$ cat config.mk
export PLATFORM = sky130hd
export DESIGN_NAME = adc_conv_start_sync
export DESIGN_NICKNAME = d
export VERILOG_FILES = /design/src/bus_cond_detect.v /design/src/adc_conv_start_sync.v
export VERILOG_INCLUDE_DIRS = /design/src
export SDC_FILE = /design/constraint.sdc
export NUM_CORES = 1
export LEC_CHECK = 0
export ABC_AREA = 1
export BUFFER_PORTS_ARGS = -buffer_cell sky130_fd_sc_hd__buf_2
export CORE_ASPECT_RATIO = 1.5
export CORE_MARGIN = 2
export CORE_UTILIZATION = 54
export CTS_CLUSTER_SIZE = 16
export DETAILED_ROUTE_END_ITERATION = 6
export GPL_ROUTABILITY_DRIVEN = 0
export PLACE_DENSITY = 0.72
export SETUP_SLACK_MARGIN = 0.4
export SYNTH_ARGS = -nofsm -noshare
export SYNTH_HDL_FRONTEND = slang
export SYNTH_SLANG_ARGS = --single-unit
$ cat constraint.sdc
create_clock -name clk_i -period 1.95 [get_ports clk_i]
set_input_delay 0 -clock clk_i [delete_from_list [all_inputs] [get_ports clk_i]]
set_output_delay 0 -clock clk_i [all_outputs]
set_load 0.1 [all_outputs]
$ cat src/adc_sync_regs.vh
`ifndef ADC_SYNC_REGS_VH
`define ADC_SYNC_REGS_VH

// ----------------------------------------------------------------------
// Bus addresses and data layout
// ----------------------------------------------------------------------
`define GLOBAL_ADDR 7'h77
`define RESULT_BITS 24
`define RESULT_BYTES 2'h3
`define CHAN_DEFAULT 8'h00

// ----------------------------------------------------------------------
// Timing
// ----------------------------------------------------------------------
`define CLK_FREQ_HZ 25000000
`define SAMP_FREQ_HZ 123000
`define SAMP_DIV (`CLK_FREQ_HZ / `SAMP_FREQ_HZ)
`define OSC_FREQ_HZ 307200
`define CONV_OSC_PERIODS 41036
`define CONV_CYCLES ((`CONV_OSC_PERIODS * 64'd25000000) / `OSC_FREQ_HZ)

`endif

$ cat src/bus_cond_detect.v
`timescale 1ns/10ps
// ----------------------------------------------------------------------
// Start, Stop and clock edge detector for a two-wire bus
// ----------------------------------------------------------------------
module bus_cond_detect
(
   input wire clk_i,
   input wire srst_i,
   input wire ce_i,
   input wire scl_i,
   input wire sda_i,
   output wire start_o,
   output wire stop_o,
   output wire scl_rise_o,
   output wire scl_fall_o
);

   reg scl_q;
   reg sda_q;

   // Pins are synchronous, so one stage of history is enough for edges.
   always @(posedge clk_i)
   begin
      if (srst_i)
      begin
         scl_q <= 1'b1;
         sda_q <= 1'b1;
      end
      else if (ce_i)
      begin
         scl_q <= scl_i;
         sda_q <= sda_i;
      end
   end

   // A data edge while the clock stays high marks Start or Stop.
   assign start_o = ce_i & scl_i & scl_q & sda_q & ~sda_i;
   assign stop_o = ce_i & scl_i & scl_q & ~sda_q & sda_i;
   assign scl_rise_o = ce_i & scl_i & ~scl_q;
   assign scl_fall_o = ce_i & ~scl_i & scl_q;
endmodule

$ cat src/adc_conv_start_sync.v
`timescale 1ns/10ps
`include "adc_sync_regs.vh"
// ----------------------------------------------------------------------
// Conversion-start control behind a two-wire target port
// ----------------------------------------------------------------------
module adc_conv_start_sync
#(
   parameter [63:0] CONV_CYCLES = `CONV_CYCLES
)
(
   input wire clk_i,
   input wire srst_i,
   input wire ce_i,
   input wire scl_i,
   input wire sda_i,
   input wire [6:0] dev_addr_i,
   input wire [23:0] result_i,
   output reg sda_o,
   output reg sda_oe_o,
   output reg [7:0] channel_o,
   output reg converting_o,
   output reg conv_start_o,
   output reg conv_done_o,
   output reg samp_sw_o
);

   localparam [2:0] ST_IDLE = 3'h0;
   localparam [2:0] ST_ADDR = 3'h1;
   localparam [2:0] ST_ACK_A = 3'h2;
   localparam [2:0] ST_WR = 3'h3;
   localparam [2:0] ST_ACK_W = 3'h4;
   localparam [2:0] ST_RD = 3'h5;
   localparam [2:0] ST_ACK_M = 3'h6;
   localparam integer SAMP_DIV_INT = `SAMP_DIV;
   localparam [7:0] SAMP_LAST = SAMP_DIV_INT[7:0] - 8'h01;

   wire start;
   wire stop;
   wire scl_rise;
   wire scl_fall;
   reg [2:0] state;
   reg [3:0] bitcnt;
   reg [7:0] rx;
   reg [7:0] tx;
   reg [1:0] byte_idx;
   reg rw;
   reg wr_sel;
   reg rd_sel;
   reg [7:0] pend_chan;
   reg pend_valid;
   reg [23:0] result;
   reg [63:0] conv_cnt;
   reg [7:0] samp_cnt;
   reg start_conv;
   wire [7:0] next_byte;

   // Returns the result byte selected by index, most significant first.
   function [7:0] result_byte;
      input [23:0] r;
      input [1:0] idx;
      begin
         case (idx)
            2'h0: result_byte = r[23:16];
            2'h1: result_byte = r[15:8];
            default: result_byte = r[7:0];
         endcase
      end
   endfunction

   // True when the address byte should be acknowledged.
   function addr_ack;
      input [7:0] a;
      input [6:0] own;
      input busy;
      begin
         addr_ack = ~busy & ((a[7:1] == own) | ((a[7:1] == `GLOBAL_ADDR) & ~a[0]));
      end
   endfunction

   bus_cond_detect u_cond
   (
      .clk_i(clk_i),
      .srst_i(srst_i),
      .ce_i(ce_i),
      .scl_i(scl_i),
      .sda_i(sda_i),
      .start_o(start),
      .stop_o(stop),
      .scl_rise_o(scl_rise),
      .scl_fall_o(scl_fall)
   );

   // The byte that follows the one being sent, loaded when the master acknowledges.
   assign next_byte = result_byte(result, byte_idx + 2'h1);

   // ----------------------------------------------------------------------
   // Bus protocol engine
   // ----------------------------------------------------------------------

   // Start aborts anything in flight; Stop restarts conversion only after a selected transfer.
   always @(posedge clk_i)
   begin
      if (srst_i)
      begin
         state <= ST_IDLE;
         bitcnt <= 4'h0;
         rx <= 8'h00;
         tx <= 8'h00;
         byte_idx <= 2'h0;
         rw <= 1'b0;
         wr_sel <= 1'b0;
         rd_sel <= 1'b0;
         pend_chan <= `CHAN_DEFAULT;
         pend_valid <= 1'b0;
         sda_o <= 1'b0;
         sda_oe_o <= 1'b0;
         start_conv <= 1'b0;
      end
      else if (ce_i)
      begin
         start_conv <= 1'b0;
         // Cleared first so that a byte landing in the same cycle keeps its pending flag.
         if (start_conv)
         begin
            pend_valid <= 1'b0;
         end
         if (stop)
         begin
            // An unacknowledged address never sets a select flag.
            if (wr_sel | rd_sel)
            begin
               start_conv <= 1'b1;
            end
            wr_sel <= 1'b0;
            rd_sel <= 1'b0;
            sda_oe_o <= 1'b0;
            state <= ST_IDLE;
         end
         else if (start)
         begin
            // A repeated Start keeps a pending write selection alive.
            state <= ST_ADDR;
            bitcnt <= 4'h0;
            sda_oe_o <= 1'b0;
         end
         else
         begin
            case (state)
               ST_ADDR:
               begin
                  if (scl_rise)
                  begin
                     rx <= {rx[6:0], sda_i};
                     bitcnt <= bitcnt + 4'h1;
                  end
                  else if (scl_fall && bitcnt == 4'h8)
                  begin
                     rw <= rx[0];
                     bitcnt <= 4'h0;
                     // Busy or global read gets no acknowledge and no data.
                     if (addr_ack(rx, dev_addr_i, converting_o))
                     begin
                        sda_oe_o <= 1'b1;
                        state <= ST_ACK_A;
                     end
                     else
                     begin
                        state <= ST_IDLE;
                     end
                  end
               end
               ST_ACK_A:
               begin
                  if (scl_fall)
                  begin
                     bitcnt <= 4'h0;
                     if (rw)
                     begin
                        rd_sel <= 1'b1;
                        byte_idx <= 2'h0;
                        tx <= {result[22:16], 1'b0};
                        sda_oe_o <= ~result[23];
                        state <= ST_RD;
                     end
                     else
                     begin
                        wr_sel <= 1'b1;
                        sda_oe_o <= 1'b0;
                        state <= ST_WR;
                     end
                  end
               end
               ST_WR:
               begin
                  if (scl_rise)
                  begin
                     rx <= {rx[6:0], sda_i};
                     bitcnt <= bitcnt + 4'h1;
                  end
                  else if (scl_fall && bitcnt == 4'h8)
                  begin
                     pend_chan <= rx;
                     pend_valid <= 1'b1;
                     sda_oe_o <= 1'b1;
                     state <= ST_ACK_W;
                  end
               end
               ST_ACK_W:
               begin
                  if (scl_fall)
                  begin
                     bitcnt <= 4'h0;
                     sda_oe_o <= 1'b0;
                     state <= ST_WR;
                  end
               end
               ST_RD:
               begin
                  if (scl_rise)
                  begin
                     bitcnt <= bitcnt + 4'h1;
                  end
                  else if (scl_fall)
                  begin
                     if (bitcnt == 4'h8)
                     begin
                        sda_oe_o <= 1'b0;
                        if (byte_idx == `RESULT_BYTES - 2'h1)
                        begin
                           // Last bit is out: the next conversion need not wait for Stop.
                           start_conv <= 1'b1;
                           rd_sel <= 1'b0;
                           state <= ST_IDLE;
                        end
                        else
                        begin
                           state <= ST_ACK_M;
                        end
                     end
                     else
                     begin
                        sda_oe_o <= ~tx[7];
                        tx <= {tx[6:0], 1'b0};
                     end
                  end
               end
               ST_ACK_M:
               begin
                  if (scl_rise)
                  begin
                     rw <= sda_i; // High means the master declined more data.
                  end
                  else if (scl_fall)
                  begin
                     bitcnt <= 4'h0;
                     if (rw)
                     begin
                        state <= ST_IDLE;
                     end
                     else
                     begin
                        byte_idx <= byte_idx + 2'h1;
                        tx <= {next_byte[6:0], 1'b0};
                        sda_oe_o <= ~next_byte[7];
                        state <= ST_RD;
                     end
                  end
               end
               default:
               begin
                  state <= ST_IDLE;
               end
            endcase
         end
      end
   end

   // ----------------------------------------------------------------------
   // Conversion timing
   // ----------------------------------------------------------------------

   // The converter runs one conversion from reset, then sleeps until a bus event restarts it.
   always @(posedge clk_i)
   begin
      if (srst_i)
      begin
         converting_o <= 1'b1;
         conv_cnt <= 64'h0;
         samp_cnt <= 8'h00;
         samp_sw_o <= 1'b0;
         channel_o <= `CHAN_DEFAULT;
         result <= 24'h000000;
         conv_start_o <= 1'b0;
         conv_done_o <= 1'b0;
      end
      else if (ce_i)
      begin
         conv_start_o <= start_conv;
         conv_done_o <= 1'b0;
         if (start_conv)
         begin
            // The new channel applies before the first sample is taken.
            if (pend_valid)
            begin
               channel_o <= pend_chan;
            end
            converting_o <= 1'b1;
            conv_cnt <= 64'h0;
            samp_cnt <= 8'h00;
         end
         else if (converting_o)
         begin
            if (conv_cnt == CONV_CYCLES - 64'h1)
            begin
               converting_o <= 1'b0;
               result <= result_i;
               conv_done_o <= 1'b1;
            end
            else
            begin
               conv_cnt <= conv_cnt + 64'h1;
            end
            // One strobe per sampling period; the divider truncates, so the rate runs slightly high.
            if (samp_cnt == SAMP_LAST)
            begin
               samp_cnt <= 8'h00;
               samp_sw_o <= 1'b1;
            end
            else
            begin
               samp_cnt <= samp_cnt + 8'h01;
               samp_sw_o <= 1'b0;
            end
         end
         else
         begin
            samp_sw_o <= 1'b0;
         end
      end
   end
endmodule

==> results of run 1 <==
-- final timing paths --
| path | from | end | slack (ns) | depth (start not counted) |
|---|---|---|---|---|
| setup reg to reg | conv_cnt[18] | conv_cnt[42] | 0.02 | 12 |
| hold reg to reg | channel_o[3] | channel_o[3] | 0.46 | 2 |
| hold / removal | ce_i | conv_start_o | 0.05 | 4 |
| setup / recovery | conv_cnt[18] | conv_cnt[42] | 0.02 | 12 |
-- per-layer routing --
metal	global-route usage	wire, um	up-vias
met5	0	0	-
met4	0.287	3890	0
met3	0.0847	3160	305
met2	0.634	17400	728
met1	0.370	11800	4981
li1	-	-	4996
-- cell usage after synthesis, types with 2 or more instances --
master and number:
xnor2_1 12, clkinv_1 2, buf_6 7, nand2_1 358, inv_1 139, dfxtp_1 148, o21ai_1 4, o22ai_1 7
buf_1 2, clkbuf_1 22, nor2_4 2, nand3b_1 4, a21oi_1 89, a41oi_1 2, xor2_1 25, o21ai_0 71
buf_2 12, nor3b_1 2, nor2_1 347, inv_2 7, nor4_1 2, a211oi_1 4, o211ai_1 9, a21oi_2 10
nand4_1 22, nand3_1 87, nand2_2 11, nor3_1 22, ha_1 9, nor2_2 9
-- worst max-delay path, delay by kind of cell (launching register included) --
family / cells / cell delay, ns
AND/OR/NAND/NOR: 10 / 1.09
flip-flops: 1 / 0.36
buffers and inverters: 2 / 0.32
-- final cells by class --
| cell class | instances | area, um2 |
|---|---|---|
| clock buffers | 18 | 439 |
| clock inverters | 14 | 143 |
| fillers | 1125 | 3800 |
| inverters | 148 | 584 |
| multi-input cells | 1120 | 6110 |
| flip-flops and latches | 148 | 3060 |
| well taps | 206 | 258 |
| repair buffers | 193 | 1800 |
-- flip-flops by register name, summed over array words and instances, names as in the netlist, 2 cells and up --
register / count
bitcnt: 4
samp_cnt: 8
byte_idx: 2
channel_o: 8
rx: 8
tx: 7
state: 3
conv_cnt: 64
pend_chan: 8
result: 24
-- through the flow --
stage / hold slack [ns] / power, mW / setup TNS (ns) / worst slack, ns
after floorplan: 0.122 / 3.41 / 0 / 0.400
after global placement: 0.222 / 3.52 / 0 / 0.0474
after detailed placement: 0.236 / 3.52 / 0 / 0.0869
after CTS: -0.0699 / 6.90 / 0 / 0.159
after global routing: 0.0845 / 7.24 / -0.897 / -0.202
final: 0.0467 / 7.10 / 0 / 0.0167
-- kinds of logic (layout without fill, tap and decap cells) --
group / Yosys count / after routing / synth area share
and+or+nand+nor: 870 / 871 / 0.402
AOI/OAI and AO/OA: 202 / 202 / 0.125
buffers and inverters: 193 / 373 / 0.0907
DFF: 148 / 148 / 0.333
xor gates and xnor gates: 37 / 37 / 0.0364
adders and majority gates: 9 / 9 / 0.0127
other: 1 / 1 / 0.000421
-- power by group through the flow --
stage | combinational (mW) | clock [mW] | sequential (mW)
floorplan | 0.253 | 0 | 3.15
global placement | 0.385 | 0 | 3.13
detailed placement | 0.387 | 0 | 3.13
CTS | 0.520 | 3.32 | 3.06
global route | 0.709 | 3.47 | 3.06
finish | 0.678 | 3.36 | 3.06
-- timing repair --
action                                 CTS  global route
pin swaps                               18            66
buffers inserted                        23            16
gates cloned                             8             6
endpoints found under the hold margin   47            19
setup endpoints to repair              125           123
gates resized for setup                137           267
hold buffers                            29             3
==> impl_metrics.env, run 1 <==
export IMPL_drive_gt1_frac=0.316
export IMPL_fin_crit_ns=1.93
export IMPL_mostFrequentLayoutCell="nand2_1"
export IMPL_crit_type="reg2reg"
export IMPL_fin_util=0.765
export IMPL_dp_cells=1730
export IMPL_yosys_area_top_type="dfxtp_1"
export IMPL_clock_latency_ns=0.45
export IMPL_synth_warnings=0
export IMPL_stdcell_count=1847
export IMPL_critPathLaunchType="register"
export IMPL_cap_viol_max_count=0
export IMPL_worst_pin_slew_ns=0.725
export IMPL_relSlewSlack=0.515
export IMPL_outcome="finished clean"
export IMPL_die_w_um=109
export IMPL_fin_crit_sh=0.991
export IMPL_drc=0
export IMPL_switching_share=0.277
export IMPL_internal_power_mw=5.14
export IMPL_nets=1673
export IMPL_clockRootBuffer="clkbuf_16"
export IMPL_ys_top_cells_by_area="dfxtp_1 (33%), nand2_1 (15%), nor2_1 (15%)"
export IMPL_postSynthAreaPerCell_um2=6.10
export IMPL_synth_top_cell_area_share=0.333
export IMPL_antenna_found_initial=0
export IMPL_syn_instance_count=1460
export IMPL_syn_nets=1505
export IMPL_numCtsBuffers=17
export IMPL_postPlaceCellArea_um2=9720
export IMPL_grtUsageTotal=0.366
export IMPL_place_port_buffers=48
export IMPL_hpwl_um=20300
export IMPL_viasPerCell=5.96
export IMPL_ios=50
export IMPL_arrival_ns=2.26
export IMPL_layout_common_cells="nand2_1 (299), nor2_1 (258), inv_1 (123), dfxtp_1 (96), buf_4 (86)"
export IMPL_final_area_um2=12400
export IMPL_grt_setup_unrepaired="yes"
export IMPL_final_max_slew_viol_count=0
export IMPL_max_vdd_ir_drop_v=0.000601
export IMPL_n_antenna_cell=0
export IMPL_cts_tree="yes"
export IMPL_syn_area_um2=8900
export IMPL_combPwrFrac=0.095
export IMPL_crit_chain="nor2_1, nand3_1, nor2_1, nand2_2, nor2_4, nand3_4, nand2_8, buf_12, clkbuf_16, nor2_2, nor2_1, nor2_1"
export IMPL_drt_wl_total_um=36300
export IMPL_p_per_area_nw_per_um2=574
export IMPL_ys_async_sr_fraction=0
export IMPL_critPathRequiredTime_ns=2.27
export IMPL_p_leak_nw=4.83
export IMPL_slowest_stage="dfxtp_2"
export IMPL_row_count=57
export IMPL_fmax_mhz=517
export IMPL_num_vias=11010
export IMPL_initial_core_util=0.550
export IMPL_ys_seq_area_frac=0.333
export IMPL_p_sw_mw=1.97
export IMPL_clkSinkCount=148
export IMPL_path_clk_slew_ns=0.07
export IMPL_setup_worst_path_end_class="register"
export IMPL_floorplan_die_area_um2=17500
export IMPL_seq_power_share=0.431
export IMPL_dr_first_iter_drc_count=1047
export IMPL_crit_top_cell="nor2_1"
export IMPL_syn_to_final_growth_pct=39.2
export IMPL_finalHoldViolations=0
export IMPL_setup_viol=0
export IMPL_synth_cell_type_count=43
export IMPL_ant_nets=0
export IMPL_clockPowerShare=0.474
export IMPL_synth_flop_cell="dfxtp_1"
export IMPL_finClkSkew_ns=0.00997
export IMPL_critPathMaxFanout=6
export IMPL_grt_pass1_vias=9945
export IMPL_wl_per_cell_um=19.6
export IMPL_first_pass_iters=6
export IMPL_dieHeight_um=161
export IMPL_htree_levels=4
export IMPL_grt_max_degree=70
export IMPL_grt_overflow_total=0
export IMPL_synth_edf_count=0
export IMPL_synth_seq_cells=148
export IMPL_max_stage_delay_ns=0.36
export IMPL_hold_class="in2reg"
export IMPL_cts_max_path_buffers=2
export IMPL_grt_pass1_wl_um=49300
export IMPL_core_area_um2=16200
(Power assumes the default switching activity.)
==> inputs of run 2 (changes only) <==
==> constraint.sdc (replaced) <==
create_clock -name clk_i -period 1.95 [get_ports clk_i]
set_input_delay 0.195 -clock clk_i [delete_from_list [all_inputs] [get_ports clk_i]]
set_output_delay 0.195 -clock clk_i [all_outputs]
set_load 0.1 [all_outputs]
==> impl_metrics.env, run 2 (same netlist as run 1, synthesis figures left out) <==
export IMPL_arrival_ns=2.22
export IMPL_ant_nets=0
export IMPL_relSlewSlack=0.329
export IMPL_final_max_slew_viol_count=0
export IMPL_hold_ws_ns=0.0116
export IMPL_finalHoldViolations=0
export IMPL_outcome="complete, but fails checks"
export IMPL_core_area_um2=16200
export IMPL_worst_pin_slew_ns=1.01
export IMPL_nets=1672
export IMPL_critPathRequiredTime_ns=2.28
export IMPL_mostFrequentLayoutCell="nand2_1"
export IMPL_hpwl_um=20300
export IMPL_setup_tns_final_ns=0
export IMPL_grt_max_degree=32
export IMPL_n_antenna_cell=0
export IMPL_critPathLaunchType="register"
export IMPL_seqCellArea_um2=3060
export IMPL_ios=50
export IMPL_grt_setup_unrepaired="yes"
export IMPL_initial_core_util=0.550
export IMPL_clockRootBuffer="clkbuf_16"
export IMPL_viasPerCell=5.89
export IMPL_grt_pass1_wl_um=48500
export IMPL_setup_viol=0
export IMPL_finClkSkew_ns=0.0206
export IMPL_fmax_mhz=527
export IMPL_first_pass_iters=7
export IMPL_cts_max_path_buffers=2
export IMPL_p_per_area_nw_per_um2=564
export IMPL_r2r_start="conv_cnt[26]"
export IMPL_critPathMaxFanout=5
export IMPL_cts_tree="yes"
export IMPL_drive_gt1_frac=0.346
export IMPL_crit_type="reg2reg"
export IMPL_min_from="result_i[14]"
export IMPL_hold_class="in2reg"
export IMPL_final_area_um2=12500
export IMPL_floorplan_die_area_um2=17500
export IMPL_path_clk_slew_ns=0.07
export IMPL_numCtsBuffers=17
export IMPL_grtUsageTotal=0.359
export IMPL_worstSetupStartpoint="conv_cnt[26]"
export IMPL_row_count=57
export IMPL_cap_viol_max_count=0
export IMPL_die_w_um=109
export IMPL_antenna_found_initial=1
export IMPL_wl_per_cell_um=19.8
export IMPL_fillers=1145
export IMPL_clkSinkCount=148
export IMPL_postPlaceCellArea_um2=9760
export IMPL_place_port_buffers=48
export IMPL_grt_pass1_vias=9735
export IMPL_fin_crit_sh=0.972
export IMPL_layout_common_cells="nand2_1 (303), nor2_1 (247), inv_1 (119), buf_4 (105), dfxtp_1 (101)"
export IMPL_htree_levels=4
export IMPL_top_register="conv_cnt"
export IMPL_total_power_mw=7.06
export IMPL_num_vias=10871
export IMPL_drt_wl_total_um=36500
export IMPL_fin_crit_ns=1.90
export IMPL_p_leak_nw=4.84
export IMPL_violations="design-rule violations"
export IMPL_dieHeight_um=161
export IMPL_clock_latency_ns=0.45
export IMPL_multi_input_area_um2=6270
export IMPL_syn_to_final_growth_pct=40.6
export IMPL_setup_worst_path_end_class="register"
export IMPL_drc=5
export IMPL_grt_overflow_total=0
export IMPL_reg_top3="conv_cnt: 64 flops, result: 24 flops"
export IMPL_max_vdd_ir_drop_v=0.000602
export IMPL_largest_reg_flops=64
export IMPL_dr_first_iter_drc_count=973
==> run 2: changes by cell type in the layout (fill, tap and decap cells not counted), moves of 6 or more <==
cell           previous run  this run
nor2_1                  258       247
buf_6                     5        14
dfxtp_2                  41        33
dlygate4sd3_1            32         2
nor2_4                   35        41
buf_4                    86       105
==> run 2: critical path, stage by stage, from the launching register on <==
cell and delay [ns]:
dfxtp_2 0.38, nand2_1 0.20, nor2_1 0.25, nand2_1 0.13, nor2_1 0.12, buf_4 0.16, nand2_1 0.11, nor2_1 0.12
nand2_1 0.05, nand3_1 0.09, nor2_2 0.03, nor2_1 0.09, nor2_1 0.04
==> run 2: timing repair <==
item	in CTS	in global routing
endpoints found under the setup margin	125	127
pin swaps	11	78
resized for setup	149	301
buffers inserted	24	30
hold buffers	2	0
endpoints found under the hold margin	2	0
gates cloned	7	14
==> run 2: final timing paths <==
kind | cells after the start | to | slack, ns
max | 12 | conv_cnt[62] | 0.05
min reg2reg | 2 | result[7] | 0.45
min | 3 | result[14] | 0.01
max reg2reg | 12 | conv_cnt[62] | 0.05
==> run 2: metal layers <==
| layer | GRT usage | wire length [um] | share of wire | up-vias |
|---|---|---|---|---|
| li1 | - | - | - | 4989 |
| met1 | 0.359 | 11700 | 0.32 | 4896 |
| met2 | 0.623 | 17500 | 0.48 | 695 |
| met3 | 0.0807 | 3400 | 0.093 | 291 |
| met4 | 0.288 | 3850 | 0.11 | 0 |
| met5 | 0 | 0 | 0 | - |
==> run 2: area by class of cell <==
cell class / instances / share of cell area
multi-input cells: 1120 / 0.501
inverters: 148 / 0.0472
repair buffers: 192 / 0.141
well taps: 206 / 0.0206
clock buffers: 17 / 0.0340
flip-flops and latches: 148 / 0.244
clock inverters: 14 / 0.0113
==> run 2: metrics by stage <==
stage	instances	worst slack, ns	util
global placement	1737	0.0995	0.603
floorplan	1460	0.400	-
CTS	1801	0.198	0.684
detailed placement	1737	0.100	0.603
global route	1845	-0.0968	0.773
finish	1845	0.0538	0.773
==> run 2: report_power, final <==
part	switching, mW	internal [mW]
logic	0.444	0.285
registers	0.0303	3.03
clock network	1.49	1.78
